### config.mk
export PLATFORM = sky130hd
export DESIGN_NAME = fcds_top
export DESIGN_NICKNAME = d
export VERILOG_FILES = /design/src/inc/fcds_pkg.sv /design/src/design/fcds_blinker.sv /design/src/design/fcds_top.sv
export VERILOG_INCLUDE_DIRS = /design/src /design/src/inc
export SDC_FILE = /design/constraint.sdc
export NUM_CORES = 1
export LEC_CHECK = 0
export BUFFER_PORTS_ARGS = -buffer_cell sky130_fd_sc_hd__buf_2
export CORE_AREA = 2 2 81 83
export CTS_CLUSTER_DIAMETER = 30
export DETAILED_ROUTE_END_ITERATION = 8
export DIE_AREA = 0 0 83 85
export HOLD_SLACK_MARGIN = 0.05
export PLACE_DENSITY = 0.78
export SLEW_MARGIN = 20
export SYNTH_ARGS = -nofsm -noshare
export SYNTH_HDL_FRONTEND = slang
export SYNTH_HIERARCHICAL = 1
export SYNTH_SLANG_ARGS = --single-unit
### constraint.sdc
create_clock -name clk -period 2.4 [get_ports clk]
set_clock_uncertainty 0.2 [all_clocks]
set_input_delay 0 -clock clk [delete_from_list [all_inputs] [get_ports clk]]
set_output_delay 0 -clock clk [all_outputs]
set_load 0.01 [all_outputs]
### src/inc/fcds_params.svh
/*
 * constants of the fifo clock domain setup block: register offsets,
 * field positions, reset values and clock figures.
 * assumes: included by its bare name before the package and the modules.
 */
// What this block does
// - with the shared setting on, the common clock source drives both the input and output FIFO sides.
// - in shared mode with the common fast setting on (60 MHz or more) both paths use the high band loop.
// - in shared mode with the common fast setting off (below 60 MHz) both paths use the low band loop.
// - with the shared setting off, separate sources drive each side and the common fast setting is ignored.
// - in separate mode the input path uses the high band loop when its fast setting is on, else the low.
// - in separate mode the output path uses the low band loop when its fast setting is off, else the high.
// - after reset the shared clock domain is the selected configuration.
// - a wide free-running counter on the main clock drives status LED 4 from an upper bit.
// - the FIFO clock comes from the 100 MHz oscillator, passed through or halved to 50 MHz.
`ifndef FCDS_PARAMS_SVH
`define FCDS_PARAMS_SVH

// apb map, byte addresses
`define FCDS_ADDR_W        12
`define FCDS_ADDR_CTRL     12'h000
`define FCDS_ADDR_STATUS   12'h004
`define FCDS_ADDR_COUNT    12'h008

// control register fields
`define FCDS_CTRL_SHARED   0
`define FCDS_CTRL_COMFAST  1
`define FCDS_CTRL_INFAST   2
`define FCDS_CTRL_OUTFAST  3
`define FCDS_CTRL_HALVE    4
`define FCDS_CTRL_W        5

// control reset values
`define FCDS_RST_SHARED    1'b1
`define FCDS_RST_COMFAST   1'b1
`define FCDS_RST_INFAST    1'b1
`define FCDS_RST_OUTFAST   1'b1
`define FCDS_RST_HALVE     1'b0

// status register fields
`define FCDS_STAT_INCOM    0
`define FCDS_STAT_OUTCOM   1
`define FCDS_STAT_INHIGH   2
`define FCDS_STAT_OUTHIGH  3
`define FCDS_STAT_TICK     4
`define FCDS_STAT_LED      5
`define FCDS_STAT_MISMATCH 6

// clock figures in MHz
`define FCDS_OSC_MHZ       100
`define FCDS_FAST_MHZ      60
`define FCDS_HALVE_DIV     2

// blinker
`define FCDS_LED_W         27
`define FCDS_LED_INDEX     4

`endif

### src/inc/fcds_pkg.sv
/*
 * types of the fifo clock domain setup block.
 * assumes: fcds_params.svh is on the include path.
 */
`include "fcds_params.svh"

package fcds_pkg;

	typedef struct packed {
		logic halve;
		logic outputFast;
		logic inputFast;
		logic commonFast;
		logic shared;
	} fcds_cfg_type;

	typedef struct packed {
		logic inputFromCommon;
		logic outputFromCommon;
		logic inputHighBand;
		logic outputHighBand;
	} fcds_route_type;

	typedef struct packed {
		logic commonFifoClockSource;
		logic inputFifoClockSource;
		logic outputFifoClockSource;
	} fcds_src_type;

	typedef enum logic [1:0] {
		FCDS_BUS_IDLE = 2'b01,
		FCDS_BUS_ACK  = 2'b10
	} fcds_bus_type;

endpackage

### src/design/fcds_blinker.sv
/*
 * free-running counter that flashes a status led.
 * assumes: clk, synchronous active-high srst, ce freezes the count.
 */
`timescale 1ns/1ps
`default_nettype none

module fcds_blinker
	import fcds_pkg::*;
#(
	parameter int COUNT_W = `FCDS_LED_W
) (
	input  wire logic               clk,
	input  wire logic               srst,
	input  wire logic               ce,
	output logic [COUNT_W-1:0]      countQ,
	output logic                    ledQ
);

	generate
		if (COUNT_W < 2 || COUNT_W > 32) begin : g_bad_width
			$error("fcds_blinker: COUNT_W must lie in 2..32");
		end
	endgenerate

	////////////////////////////////////////////////////////////////////////////////
	// counter and led

	always_ff @(posedge clk) begin
		if (srst) begin
			countQ <= '0;
		end else if (ce) begin
			countQ <= countQ + {{(COUNT_W-1){1'b0}}, 1'b1};
		end
	end

	// led follows the top bit one cycle late, so it is a flop output
	always_ff @(posedge clk) begin
		if (srst) begin
			ledQ <= 1'b0;
		end else if (ce) begin
			ledQ <= countQ[COUNT_W-1];
		end
	end

	////////////////////////////////////////////////////////////////////////////////
	// checks

	AST_COUNT_STEP: assert property (@(posedge clk) disable iff (srst)
		ce |=> countQ == $past(countQ) + {{(COUNT_W-1){1'b0}}, 1'b1})
		else $error("blinker counter did not advance by one");

	AST_COUNT_HOLD: assert property (@(posedge clk) disable iff (srst)
		!ce |=> $stable(countQ) && $stable(ledQ))
		else $error("blinker moved while clock enable was low");

	AST_LED_TOP: assert property (@(posedge clk) disable iff (srst)
		ce |=> ledQ == $past(countQ[COUNT_W-1]))
		else $error("led does not follow the counter top bit");

endmodule // fcds_blinker

`default_nettype wire

### src/design/fcds_top.sv
/*
 * fifo clock domain setup: apb-controlled selection of a shared or split
 * fifo clock domain, band selection of the lock loop on each fifo clock
 * path, oscillator pass-through or halving, and the flashing status led.
 * assumes: clk is the 100 MHz oscillator clock, srst synchronous, ce
 * freezes all state; the clock tree acts on the route and tick outputs.
 */
// The APB register port and the register addresses were decided locally.
`timescale 1ns/1ps
`default_nettype none

module fcds_top
	import fcds_pkg::*;
#(
	parameter int LED_W = `FCDS_LED_W
) (
	input  wire logic                        clk,
	input  wire logic                        srst,
	input  wire logic                        ce,
	input  wire logic                        psel,
	input  wire logic                        penable,
	input  wire logic                        pwrite,
	input  wire logic [`FCDS_ADDR_W-1:0]     paddr,
	input  wire logic [31:0]                 pwdata,
	output logic                             pready,
	output logic [31:0]                      prdata,
	output logic                             pslverr,
	output fcds_route_type                   routeQ,
	output fcds_src_type                     srcQ,
	output logic                             fifoClkEnQ,
	output logic [4:0]                       ledQ
);

	generate
		if (LED_W < 2 || LED_W > 32) begin : g_bad_led
			$error("fcds_top: LED_W must lie in 2..32");
		end
	endgenerate

	localparam int HALF_MHZ = `FCDS_OSC_MHZ / `FCDS_HALVE_DIV;

	fcds_cfg_type        cfgQ;
	fcds_route_type      routeD;
	fcds_bus_type        busQ;
	logic [LED_W-1:0]    ledCount;
	logic                blink;
	logic                mismatchQ;
	logic                accessReq;
	logic                commit;
	logic [31:0]         readWord;
	logic                addrOk;
	logic                writeBad;

	////////////////////////////////////////////////////////////////////////////////
	// helpers

	// band chosen for one path; the common setting wins in shared mode
	function automatic logic pickHigh(input fcds_cfg_type c, input logic ownFast);
		pickHigh = c.shared ? c.commonFast : ownFast;
	endfunction

	// frequency of the fifo clock source in MHz
	function automatic int srcMhz(input fcds_cfg_type c);
		srcMhz = c.halve ? HALF_MHZ : `FCDS_OSC_MHZ;
	endfunction

	function automatic logic isMapped(input logic [`FCDS_ADDR_W-1:0] a);
		isMapped = (a == `FCDS_ADDR_CTRL) || (a == `FCDS_ADDR_STATUS)
			|| (a == `FCDS_ADDR_COUNT);
	endfunction

	////////////////////////////////////////////////////////////////////////////////
	// apb slave: one wait state, answer in the second access cycle

	assign accessReq = psel && penable;
	assign pready    = (busQ == FCDS_BUS_ACK) && ce;
	assign commit    = accessReq && pready;
	assign addrOk    = isMapped(paddr);
	assign writeBad  = pwrite && (paddr != `FCDS_ADDR_CTRL);

	always_ff @(posedge clk) begin
		if (srst) begin
			busQ <= FCDS_BUS_IDLE;
		end else if (ce) begin
			unique case (busQ)
				FCDS_BUS_IDLE: begin
					if (accessReq) begin
						busQ <= FCDS_BUS_ACK;
					end
				end
				FCDS_BUS_ACK: begin
					busQ <= FCDS_BUS_IDLE;
				end
			endcase
		end
	end

	always_comb begin
		readWord = 32'h0000_0000;
		if (paddr == `FCDS_ADDR_CTRL) begin
			readWord[`FCDS_CTRL_SHARED]  = cfgQ.shared;
			readWord[`FCDS_CTRL_COMFAST] = cfgQ.commonFast;
			readWord[`FCDS_CTRL_INFAST]  = cfgQ.inputFast;
			readWord[`FCDS_CTRL_OUTFAST] = cfgQ.outputFast;
			readWord[`FCDS_CTRL_HALVE]   = cfgQ.halve;
		end else if (paddr == `FCDS_ADDR_STATUS) begin
			readWord[`FCDS_STAT_INCOM]    = routeQ.inputFromCommon;
			readWord[`FCDS_STAT_OUTCOM]   = routeQ.outputFromCommon;
			readWord[`FCDS_STAT_INHIGH]   = routeQ.inputHighBand;
			readWord[`FCDS_STAT_OUTHIGH]  = routeQ.outputHighBand;
			readWord[`FCDS_STAT_TICK]     = fifoClkEnQ;
			readWord[`FCDS_STAT_LED]      = blink;
			readWord[`FCDS_STAT_MISMATCH] = mismatchQ;
		end else if (paddr == `FCDS_ADDR_COUNT) begin
			readWord[LED_W-1:0] = ledCount;
		end
	end

	// read data and error are loaded on entry to the answer cycle
	always_ff @(posedge clk) begin
		if (srst) begin
			prdata  <= 32'h0000_0000;
			pslverr <= 1'b0;
		end else if (ce && busQ == FCDS_BUS_IDLE && accessReq) begin
			prdata  <= pwrite ? 32'h0000_0000 : readWord;
			pslverr <= !addrOk || writeBad;
		end
	end

	////////////////////////////////////////////////////////////////////////////////
	// configuration

	always_ff @(posedge clk) begin
		if (srst) begin
			cfgQ.shared     <= `FCDS_RST_SHARED;
			cfgQ.commonFast <= `FCDS_RST_COMFAST;
			cfgQ.inputFast  <= `FCDS_RST_INFAST;
			cfgQ.outputFast <= `FCDS_RST_OUTFAST;
			cfgQ.halve      <= `FCDS_RST_HALVE;
		end else if (commit && pwrite && paddr == `FCDS_ADDR_CTRL) begin
			cfgQ.shared     <= pwdata[`FCDS_CTRL_SHARED];
			cfgQ.commonFast <= pwdata[`FCDS_CTRL_COMFAST];
			cfgQ.inputFast  <= pwdata[`FCDS_CTRL_INFAST];
			cfgQ.outputFast <= pwdata[`FCDS_CTRL_OUTFAST];
			cfgQ.halve      <= pwdata[`FCDS_CTRL_HALVE];
		end
	end

	////////////////////////////////////////////////////////////////////////////////
	// clock routing and band selection

	always_comb begin
		routeD.inputFromCommon  = cfgQ.shared;
		routeD.outputFromCommon = cfgQ.shared;
		routeD.inputHighBand    = pickHigh(cfgQ, cfgQ.inputFast);
		routeD.outputHighBand   = pickHigh(cfgQ, cfgQ.outputFast);
	end

	always_ff @(posedge clk) begin
		if (srst) begin
			routeQ <= '0;
		end else if (ce) begin
			routeQ <= routeD;
		end
	end

	// flags a band setting that disagrees with the oscillator-derived rate
	always_ff @(posedge clk) begin
		if (srst) begin
			mismatchQ <= 1'b0;
		end else if (ce) begin
			mismatchQ <= (routeD.inputHighBand != (srcMhz(cfgQ) >= `FCDS_FAST_MHZ))
				|| (routeD.outputHighBand != (srcMhz(cfgQ) >= `FCDS_FAST_MHZ));
		end
	end

	////////////////////////////////////////////////////////////////////////////////
	// oscillator pass-through or halving

	always_ff @(posedge clk) begin
		if (srst) begin
			fifoClkEnQ <= 1'b0;
		end else if (ce) begin
			fifoClkEnQ <= cfgQ.halve ? !fifoClkEnQ : 1'b1;
		end
	end

	// the tick reaches only the sources the domain setting uses
	always_ff @(posedge clk) begin
		if (srst) begin
			srcQ <= '0;
		end else if (ce) begin
			srcQ.commonFifoClockSource <= cfgQ.halve ? !fifoClkEnQ && cfgQ.shared
				: cfgQ.shared;
			srcQ.inputFifoClockSource  <= cfgQ.halve ? !fifoClkEnQ && !cfgQ.shared
				: !cfgQ.shared;
			srcQ.outputFifoClockSource <= cfgQ.halve ? !fifoClkEnQ && !cfgQ.shared
				: !cfgQ.shared;
		end
	end

	////////////////////////////////////////////////////////////////////////////////
	// status led

	fcds_blinker #(
		.COUNT_W (LED_W)
	) u_blinker (
		.clk    (clk),
		.srst   (srst),
		.ce     (ce),
		.countQ (ledCount),
		.ledQ   (blink)
	);

	always_comb begin
		ledQ                 = 5'h00;
		ledQ[`FCDS_LED_INDEX] = blink;
	end

	////////////////////////////////////////////////////////////////////////////////
	// checks

	AST_SHARED_COMMON: assert property (@(posedge clk) disable iff (srst)
		(ce && cfgQ.shared) |=> routeQ.inputFromCommon && routeQ.outputFromCommon)
		else $error("shared mode did not route both sides from the common source");

	AST_SHARED_FAST: assert property (@(posedge clk) disable iff (srst)
		(ce && cfgQ.shared && cfgQ.commonFast)
		|=> routeQ.inputHighBand && routeQ.outputHighBand)
		else $error("shared fast clock did not select the high band loop");

	AST_SHARED_SLOW: assert property (@(posedge clk) disable iff (srst)
		(ce && cfgQ.shared && !cfgQ.commonFast)
		|=> !routeQ.inputHighBand && !routeQ.outputHighBand)
		else $error("shared slow clock did not select the low band loop");

	AST_SPLIT_ROUTE: assert property (@(posedge clk) disable iff (srst)
		(ce && !cfgQ.shared) |=> !routeQ.inputFromCommon && !routeQ.outputFromCommon
		&& !srcQ.commonFifoClockSource)
		else $error("split mode still uses the common source");

	AST_SPLIT_INPUT: assert property (@(posedge clk) disable iff (srst)
		(ce && !cfgQ.shared) |=> routeQ.inputHighBand == $past(cfgQ.inputFast))
		else $error("input band does not follow its own fast setting");

	AST_SPLIT_OUTPUT: assert property (@(posedge clk) disable iff (srst)
		(ce && !cfgQ.shared) |=> routeQ.outputHighBand == $past(cfgQ.outputFast))
		else $error("output band does not follow its own fast setting");

	AST_RESET_SHARED: assert property (@(posedge clk) disable iff (srst)
		$fell(srst) |-> cfgQ.shared && !cfgQ.halve)
		else $error("reset did not select the shared domain");

	AST_FULL_RATE: assert property (@(posedge clk) disable iff (srst)
		(ce && !cfgQ.halve) ##1 (ce && !cfgQ.halve) |=> fifoClkEnQ [*1])
		else $error("undivided oscillator tick dropped");

	AST_HALF_RATE: assert property (@(posedge clk) disable iff (srst)
		(ce && cfgQ.halve) |=> fifoClkEnQ != $past(fifoClkEnQ))
		else $error("halved oscillator tick did not alternate");

	AST_BUS_ANSWER: assert property (@(posedge clk) disable iff (srst)
		(ce && accessReq && busQ == FCDS_BUS_IDLE) |=> busQ == FCDS_BUS_ACK)
		else $error("apb access was not answered in the next cycle");

endmodule // fcds_top

`default_nettype wire

==> run metrics, run 1 <==
outcome complete, no violations; initial antenna violation count 0; crit-path leading delay family buffers and inverters; slowest cell delay on critical path 0.58 ns; CTS tree done; mapped cell area 3058 um2; Hold Path Stages 1; Clock Power Share 0.415; Reg2Reg Depth 4; Max Clock Freq 434.8 MHz; Reg clk slew, reported paths 0.07 ns; Tcrit/Tclk final 0.9583; Synth area leaders dfxtp_1, a22o_1, nor2_1; grt total ovfl 0; total chip power 2.304 mW; final hold vios 0; Data arrival, critical path 2.39 ns; I/O Buffers 60; NetSw 0.5757 mW; max-slew violations 0; required time worst endpoint 2.49 ns; # IOs 97; num rows 29; slowest CP cell dlygate4sd3_1; Gate Count Post-Synth 329; post-synthesis sequential area ratio 0.4583; Max-Cap Viols 0; critical path, cell by cell dlygate4sd3_1 -> buf_2 -> nand2_1 -> dlygate4sd3_1 -> or3_4 -> nor4_4 -> a32o_1; Int Power 1.729 mW; Yosys warning count 6; ant diodes 0; maximum level of the CTS H-tree 3; EDFF count, synth 0; end of the worst register-to-register path u_blinker/countQ[23]$_SDFFE_PP0P_; wirelength, routed 7047 um; Synth Register Bits 70; crit end category register; WHS Endpoint prdata[20]$_SDFFE_PP0P_; Synth top area share 0.4583; Setup TNS 0 ns; final routed wire length divided by cell count 14.18 um; DP Cell Count 452; PD cells 596.4 nW/um2; drt first-iter violations 104; total CTS buffers 9; RR Startpoint u_blinker/countQ[7]$_SDFFE_PP0P_; chip width 83 um; number of global-route vias before repair 2731; DRT Pass-1 Iters 4; Die Y 85 um; layout cells sized above 1 0.2238; final setup fails 0; DR vias 2733; Starting Density 0.4928; core area 6205 um2; Area Growth Syn to Fin 26.35%; most common cell in the netlist dfxtp_1; LEAKAGE 1.528 nW; fraction of registers with async set/reset 0; Max IR drop VDD 0.0004000 V; CP max FO 7; root buf cell clkbuf_8; Residual DRC 0; Placer Congestion 0.7803; worst skew pair latency 0.35 ns; Vias/cell 5.499; min Tclk post-route 2.300 ns; Synth area leader dfxtp_1; Worst Min Path Start prdata[20]$_SDFFE_PP0P_; DPL Wire Length 4384 um; largest net degree at the start of global routing 36; Critical Path Source Type primary input; Detail Route Antenna Nets 0; switch share 0.2498; fin cells 497; final-stage net count 466; crit path kind in -> reg; CTS Buffer Depth 2; hold_ws 0.2739 ns; first-pass GRT wire length 12050 um; Synth top cells by count dfxtp_1, nor2_1, a22o_1, a21oi_1, or3_1; die area 7055 um2; Seq pwr share 0.516; combinational share of power 0.069; total track usage 0.2074; FF-to-FF setup slack 0.18 ns; Top FF cell, synth dfxtp_1; cell mode on critical path dlygate4sd3_1; Avg Inst Size Synth 9.295 um2; type of the worst min-delay path reg -> reg; CP Buf/Inv Count 3; clk sinks 70; Synth cell types 48
-- metrics by stage --
step                      worst slack, ns  area [um2]    util
after floorplan                    0.2550        3088       -
after global placement             0.1750        3362  0.5418
after detailed placement           0.1380        3362  0.5418
after CTS                          0.1062        3849  0.6203
after global routing            -0.009080        3864  0.6227
final                              0.1001        3864  0.6227
-- logic make-up after synthesis --
| family | Yosys count | synth area share |
|---|---|---|
| xor gates and xnor gates | 11 | 0.03150 |
| AOI/OAI and AO/OA | 77 | 0.1755 |
| and+or+nand+nor | 123 | 0.2328 |
| other | 1 | 0.001226 |
| DFF | 70 | 0.4583 |
| muxes | 9 | 0.02946 |
| buffers and inverters | 37 | 0.06710 |
| adders and majority gates | 1 | 0.004091 |
-- final cells by class --
cell class	count	area [um2]
fill	497	2341
multi-input combinational	230	1486
sequential	70	1401
timing repair buffer	96	653.1
clock buffer	9	123.9
tap	77	96.34
clock inverter	7	72.57
inverter	8	30.03
-- registers in the layout (all words and copies together) (netlist names), 2 cells and up --
name and flops:
prdata 27, u_blinker/countQ 27, cfgQ 5, routeQ 3
busQ 2, srcQ 2
-- metal layers --
layer  vias to the layer above  track usage  share of wire
met4                         0       0.1028          0.024
met1                      1292       0.2471           0.43
met2                        78       0.3570           0.50
met5                         -            0              0
met3                        15      0.04280          0.050
li1                       1348            -              -
-- cell usage in the layout (no fill, tap or decap), drive strengths merged, types with 6 or more instances in the layout --
cell and count:
dlygate4sd3 29, nor2 35, nand2b 6, dfxtp 70
or3 17, inv 9, o21ai 15, a22o 24
a21oi 20, nand3 10, nand4 6, mux2i 9
conb 9, nor2b 8, nand2 14, nor3 8
buf 66, xnor2 7, clkbuf 10
-- worst max-delay path by stage --
stage,end,from,cells past startpoint,slack [ns]
5_1_grt,prdata[2]$_SDFFE_PP0P_,psel,7,-0.009
3_3_place_gp,u_blinker/countQ[24]$_SDFFE_PP0P_,u_blinker/countQ[0]$_SDFFE_PP0P_,5,0.18
3_5_place_dp,u_blinker/countQ[24]$_SDFFE_PP0P_,u_blinker/countQ[0]$_SDFFE_PP0P_,5,0.14
6_report,prdata[1]$_SDFFE_PP0P_,psel,7,0.10
4_1_cts,u_blinker/countQ[24]$_SDFFE_PP0P_,u_blinker/countQ[0]$_SDFFE_PP0P_,5,0.11
2_1_floorplan,u_blinker/countQ[26]$_SDFFE_PP0P_,u_blinker/countQ[0]$_SDFFE_PP0P_,6,0.25
-- power groups by stage --
stage | combinational (mW) | clock, mW | sequential, mW
final | 0.160 | 0.955 | 1.19
after CTS | 0.153 | 0.969 | 1.19
after floorplan | 0.0885 | 0 | 1.22
after detailed placement | 0.127 | 0 | 1.22
after global routing | 0.174 | 1.02 | 1.19
after global placement | 0.123 | 0 | 1.21
-- what timing repair did --
action | 4_1_cts | 5_1_grt
buffers inserted | 0 | 0
endpoints found under the setup margin | 0 | 22
gates resized for setup | 0 | 4
endpoints found under the hold margin | 40 | 0
hold buffers | 29 | 0
No activity file was read; power rests on OpenSTA's default activity.
==> run 2: changes to the inputs <==
--- a/config.mk
+++ b/config.mk
@@ -13,6 +13,7 @@
 export DIE_AREA = 0 0 83 85
 export HOLD_SLACK_MARGIN = 0.05
 export PLACE_DENSITY = 0.78
+export RECOVER_POWER = 25
 export SLEW_MARGIN = 20
 export SYNTH_ARGS = -nofsm -noshare
 export SYNTH_HDL_FRONTEND = slang
==> run metrics, run 2 (synthesis gave the netlist of run 1 again) <==
Max-Cap Viols 0; most frequent cells in the layout dfxtp_1, nor2_1, buf_2; number of global-route vias before repair 2731; biggest regs prdata (27), u_blinker/countQ (27), cfgQ (5); first-pass GRT wire length 12050 um; commonest non-fill, non-tap cell in the layout dfxtp_1; placed cell area 3362 um2; layout cells sized above 1 0.1619; Data arrival, critical path 2.39 ns; min Tclk post-route 2.292 ns; Critical Path Source Type primary input; final-stage net count 466; Int Power 1.728 mW; CTS tree done; final hold vios 0; crit end category register; # fillers 522; required time worst endpoint 2.49 ns; Area Growth Syn to Fin 25.29%; die area 7055 um2; clk sinks 70; grt total ovfl 0; Starting Density 0.4928; Post-CTS Setup Inserts 0; root buf cell clkbuf_8; final routed wire length divided by cell count 14.24 um; total track usage 0.2074; DR vias 2719; worst skew pair latency 0.35 ns; CP max FO 7; combinational share of power 0.069; outcome complete, no violations; num rows 29; core area 6205 um2; chip width 83 um; largest net degree at the start of global routing 36; DRT Pass-1 Iters 4; Clock Power Share 0.415; Residual DRC 0; drt first-iter violations 101; initial antenna violation count 0; max-slew violations 0; I/O Buffers 60; switch share 0.2498; DP Cell Count 452; # IOs 97; post-route cell area 3831 um2; crit path kind in -> reg; Placer Congestion 0.7803; total CTS buffers 9; ant diodes 0; Detail Route Antenna Nets 0; Reg clk slew, reported paths 0.07 ns; final core occ 0.6175; Die Y 85 um; PD cells 601.3 nW/um2; Setup TNS 0 ns; Tcrit/Tclk final 0.9551; Max Clock Freq 436.3 MHz; final setup fails 0; pre-CTS setup slack 0.1380 ns; wirelength, routed 7079 um; type of the worst min-delay path reg -> reg; maximum level of the CTS H-tree 3; fin worst setup slack 0.1078 ns; DPL Wire Length 4384 um; Max IR drop VDD 0.0003995 V; NetSw 0.5755 mW; CTS Buffer Depth 2; fin cells 497; LEAKAGE 1.415 nW; Seq pwr share 0.516; Vias/cell 5.471
-- run 2: changes by cell type in the layout (fill, tap and decap cells not counted), sizes merged --
cell | previous run | this run
clkbuf | 10 | 36
buf | 66 | 40
-- run 2: stage by stage --
stage               total power, mW  hold WS (ns)
CTS                           2.311        0.2809
global route                  2.381        0.2985
floorplan                     1.304      -0.04431
global placement              1.337       0.05230
detailed placement            1.342       0.06335
finish                        2.304        0.2794
-- run 2: final timing paths --
check,from,to,slack (ns),cells past startpoint
max,psel,prdata[1]$_SDFFE_PP0P_,0.11,7
min,prdata[9]$_SDFFE_PP0P_,prdata[9]$_SDFFE_PP0P_,0.28,1
max reg2reg,u_blinker/countQ[7]$_SDFFE_PP0P_,u_blinker/countQ[23]$_SDFFE_PP0P_,0.18,4
min reg2reg,prdata[9]$_SDFFE_PP0P_,prdata[9]$_SDFFE_PP0P_,0.28,1
-- run 2: worst max-delay path, cell delays in order --
cell           delay (ns)
dlygate4sd3_1        0.54
buf_2                0.12
nand2_1              0.05
dlygate4sd3_1        0.58
or3_4                0.40
nor4_4               0.44
a32o_1               0.25
-- run 2: cell type report --
class | instances | area (um2) | share of cell area
Tap cell | 77 | 96.34 | 0.02515
Sequential cell | 70 | 1401 | 0.3658
Clock inverter | 7 | 72.57 | 0.01894
Timing Repair Buffer | 96 | 620.6 | 0.1620
Inverter | 8 | 30.03 | 0.007838
Clock buffer | 9 | 123.9 | 0.03233
Multi-Input combinational cell | 230 | 1486 | 0.3880
-- run 2: metal layers --
metal  vias to the layer above  track usage  share of wire
li1                       1349            -              -
met5                         -            0              0
met3                        14      0.04280          0.050
met2                        70       0.3570           0.49
met1                      1286       0.2471           0.43
met4                         0       0.1028          0.022
-- run 2: repair_timing --
item | in CTS | in global routing
hold buffers | 29 | 0
setup endpoints to repair | 0 | 22
resized for setup | 0 | 4
hold endpoints to repair | 40 | 0
-- run 2: power groups by stage --
stage	Clock, mW	Combinational [mW]	Sequential, mW
2_1_floorplan	0	0.0885	1.22
3_3_place_gp	0	0.123	1.21
3_5_place_dp	0	0.127	1.22
4_1_cts	0.969	0.153	1.19
5_1_grt	1.02	0.174	1.19
6_report	0.955	0.159	1.19
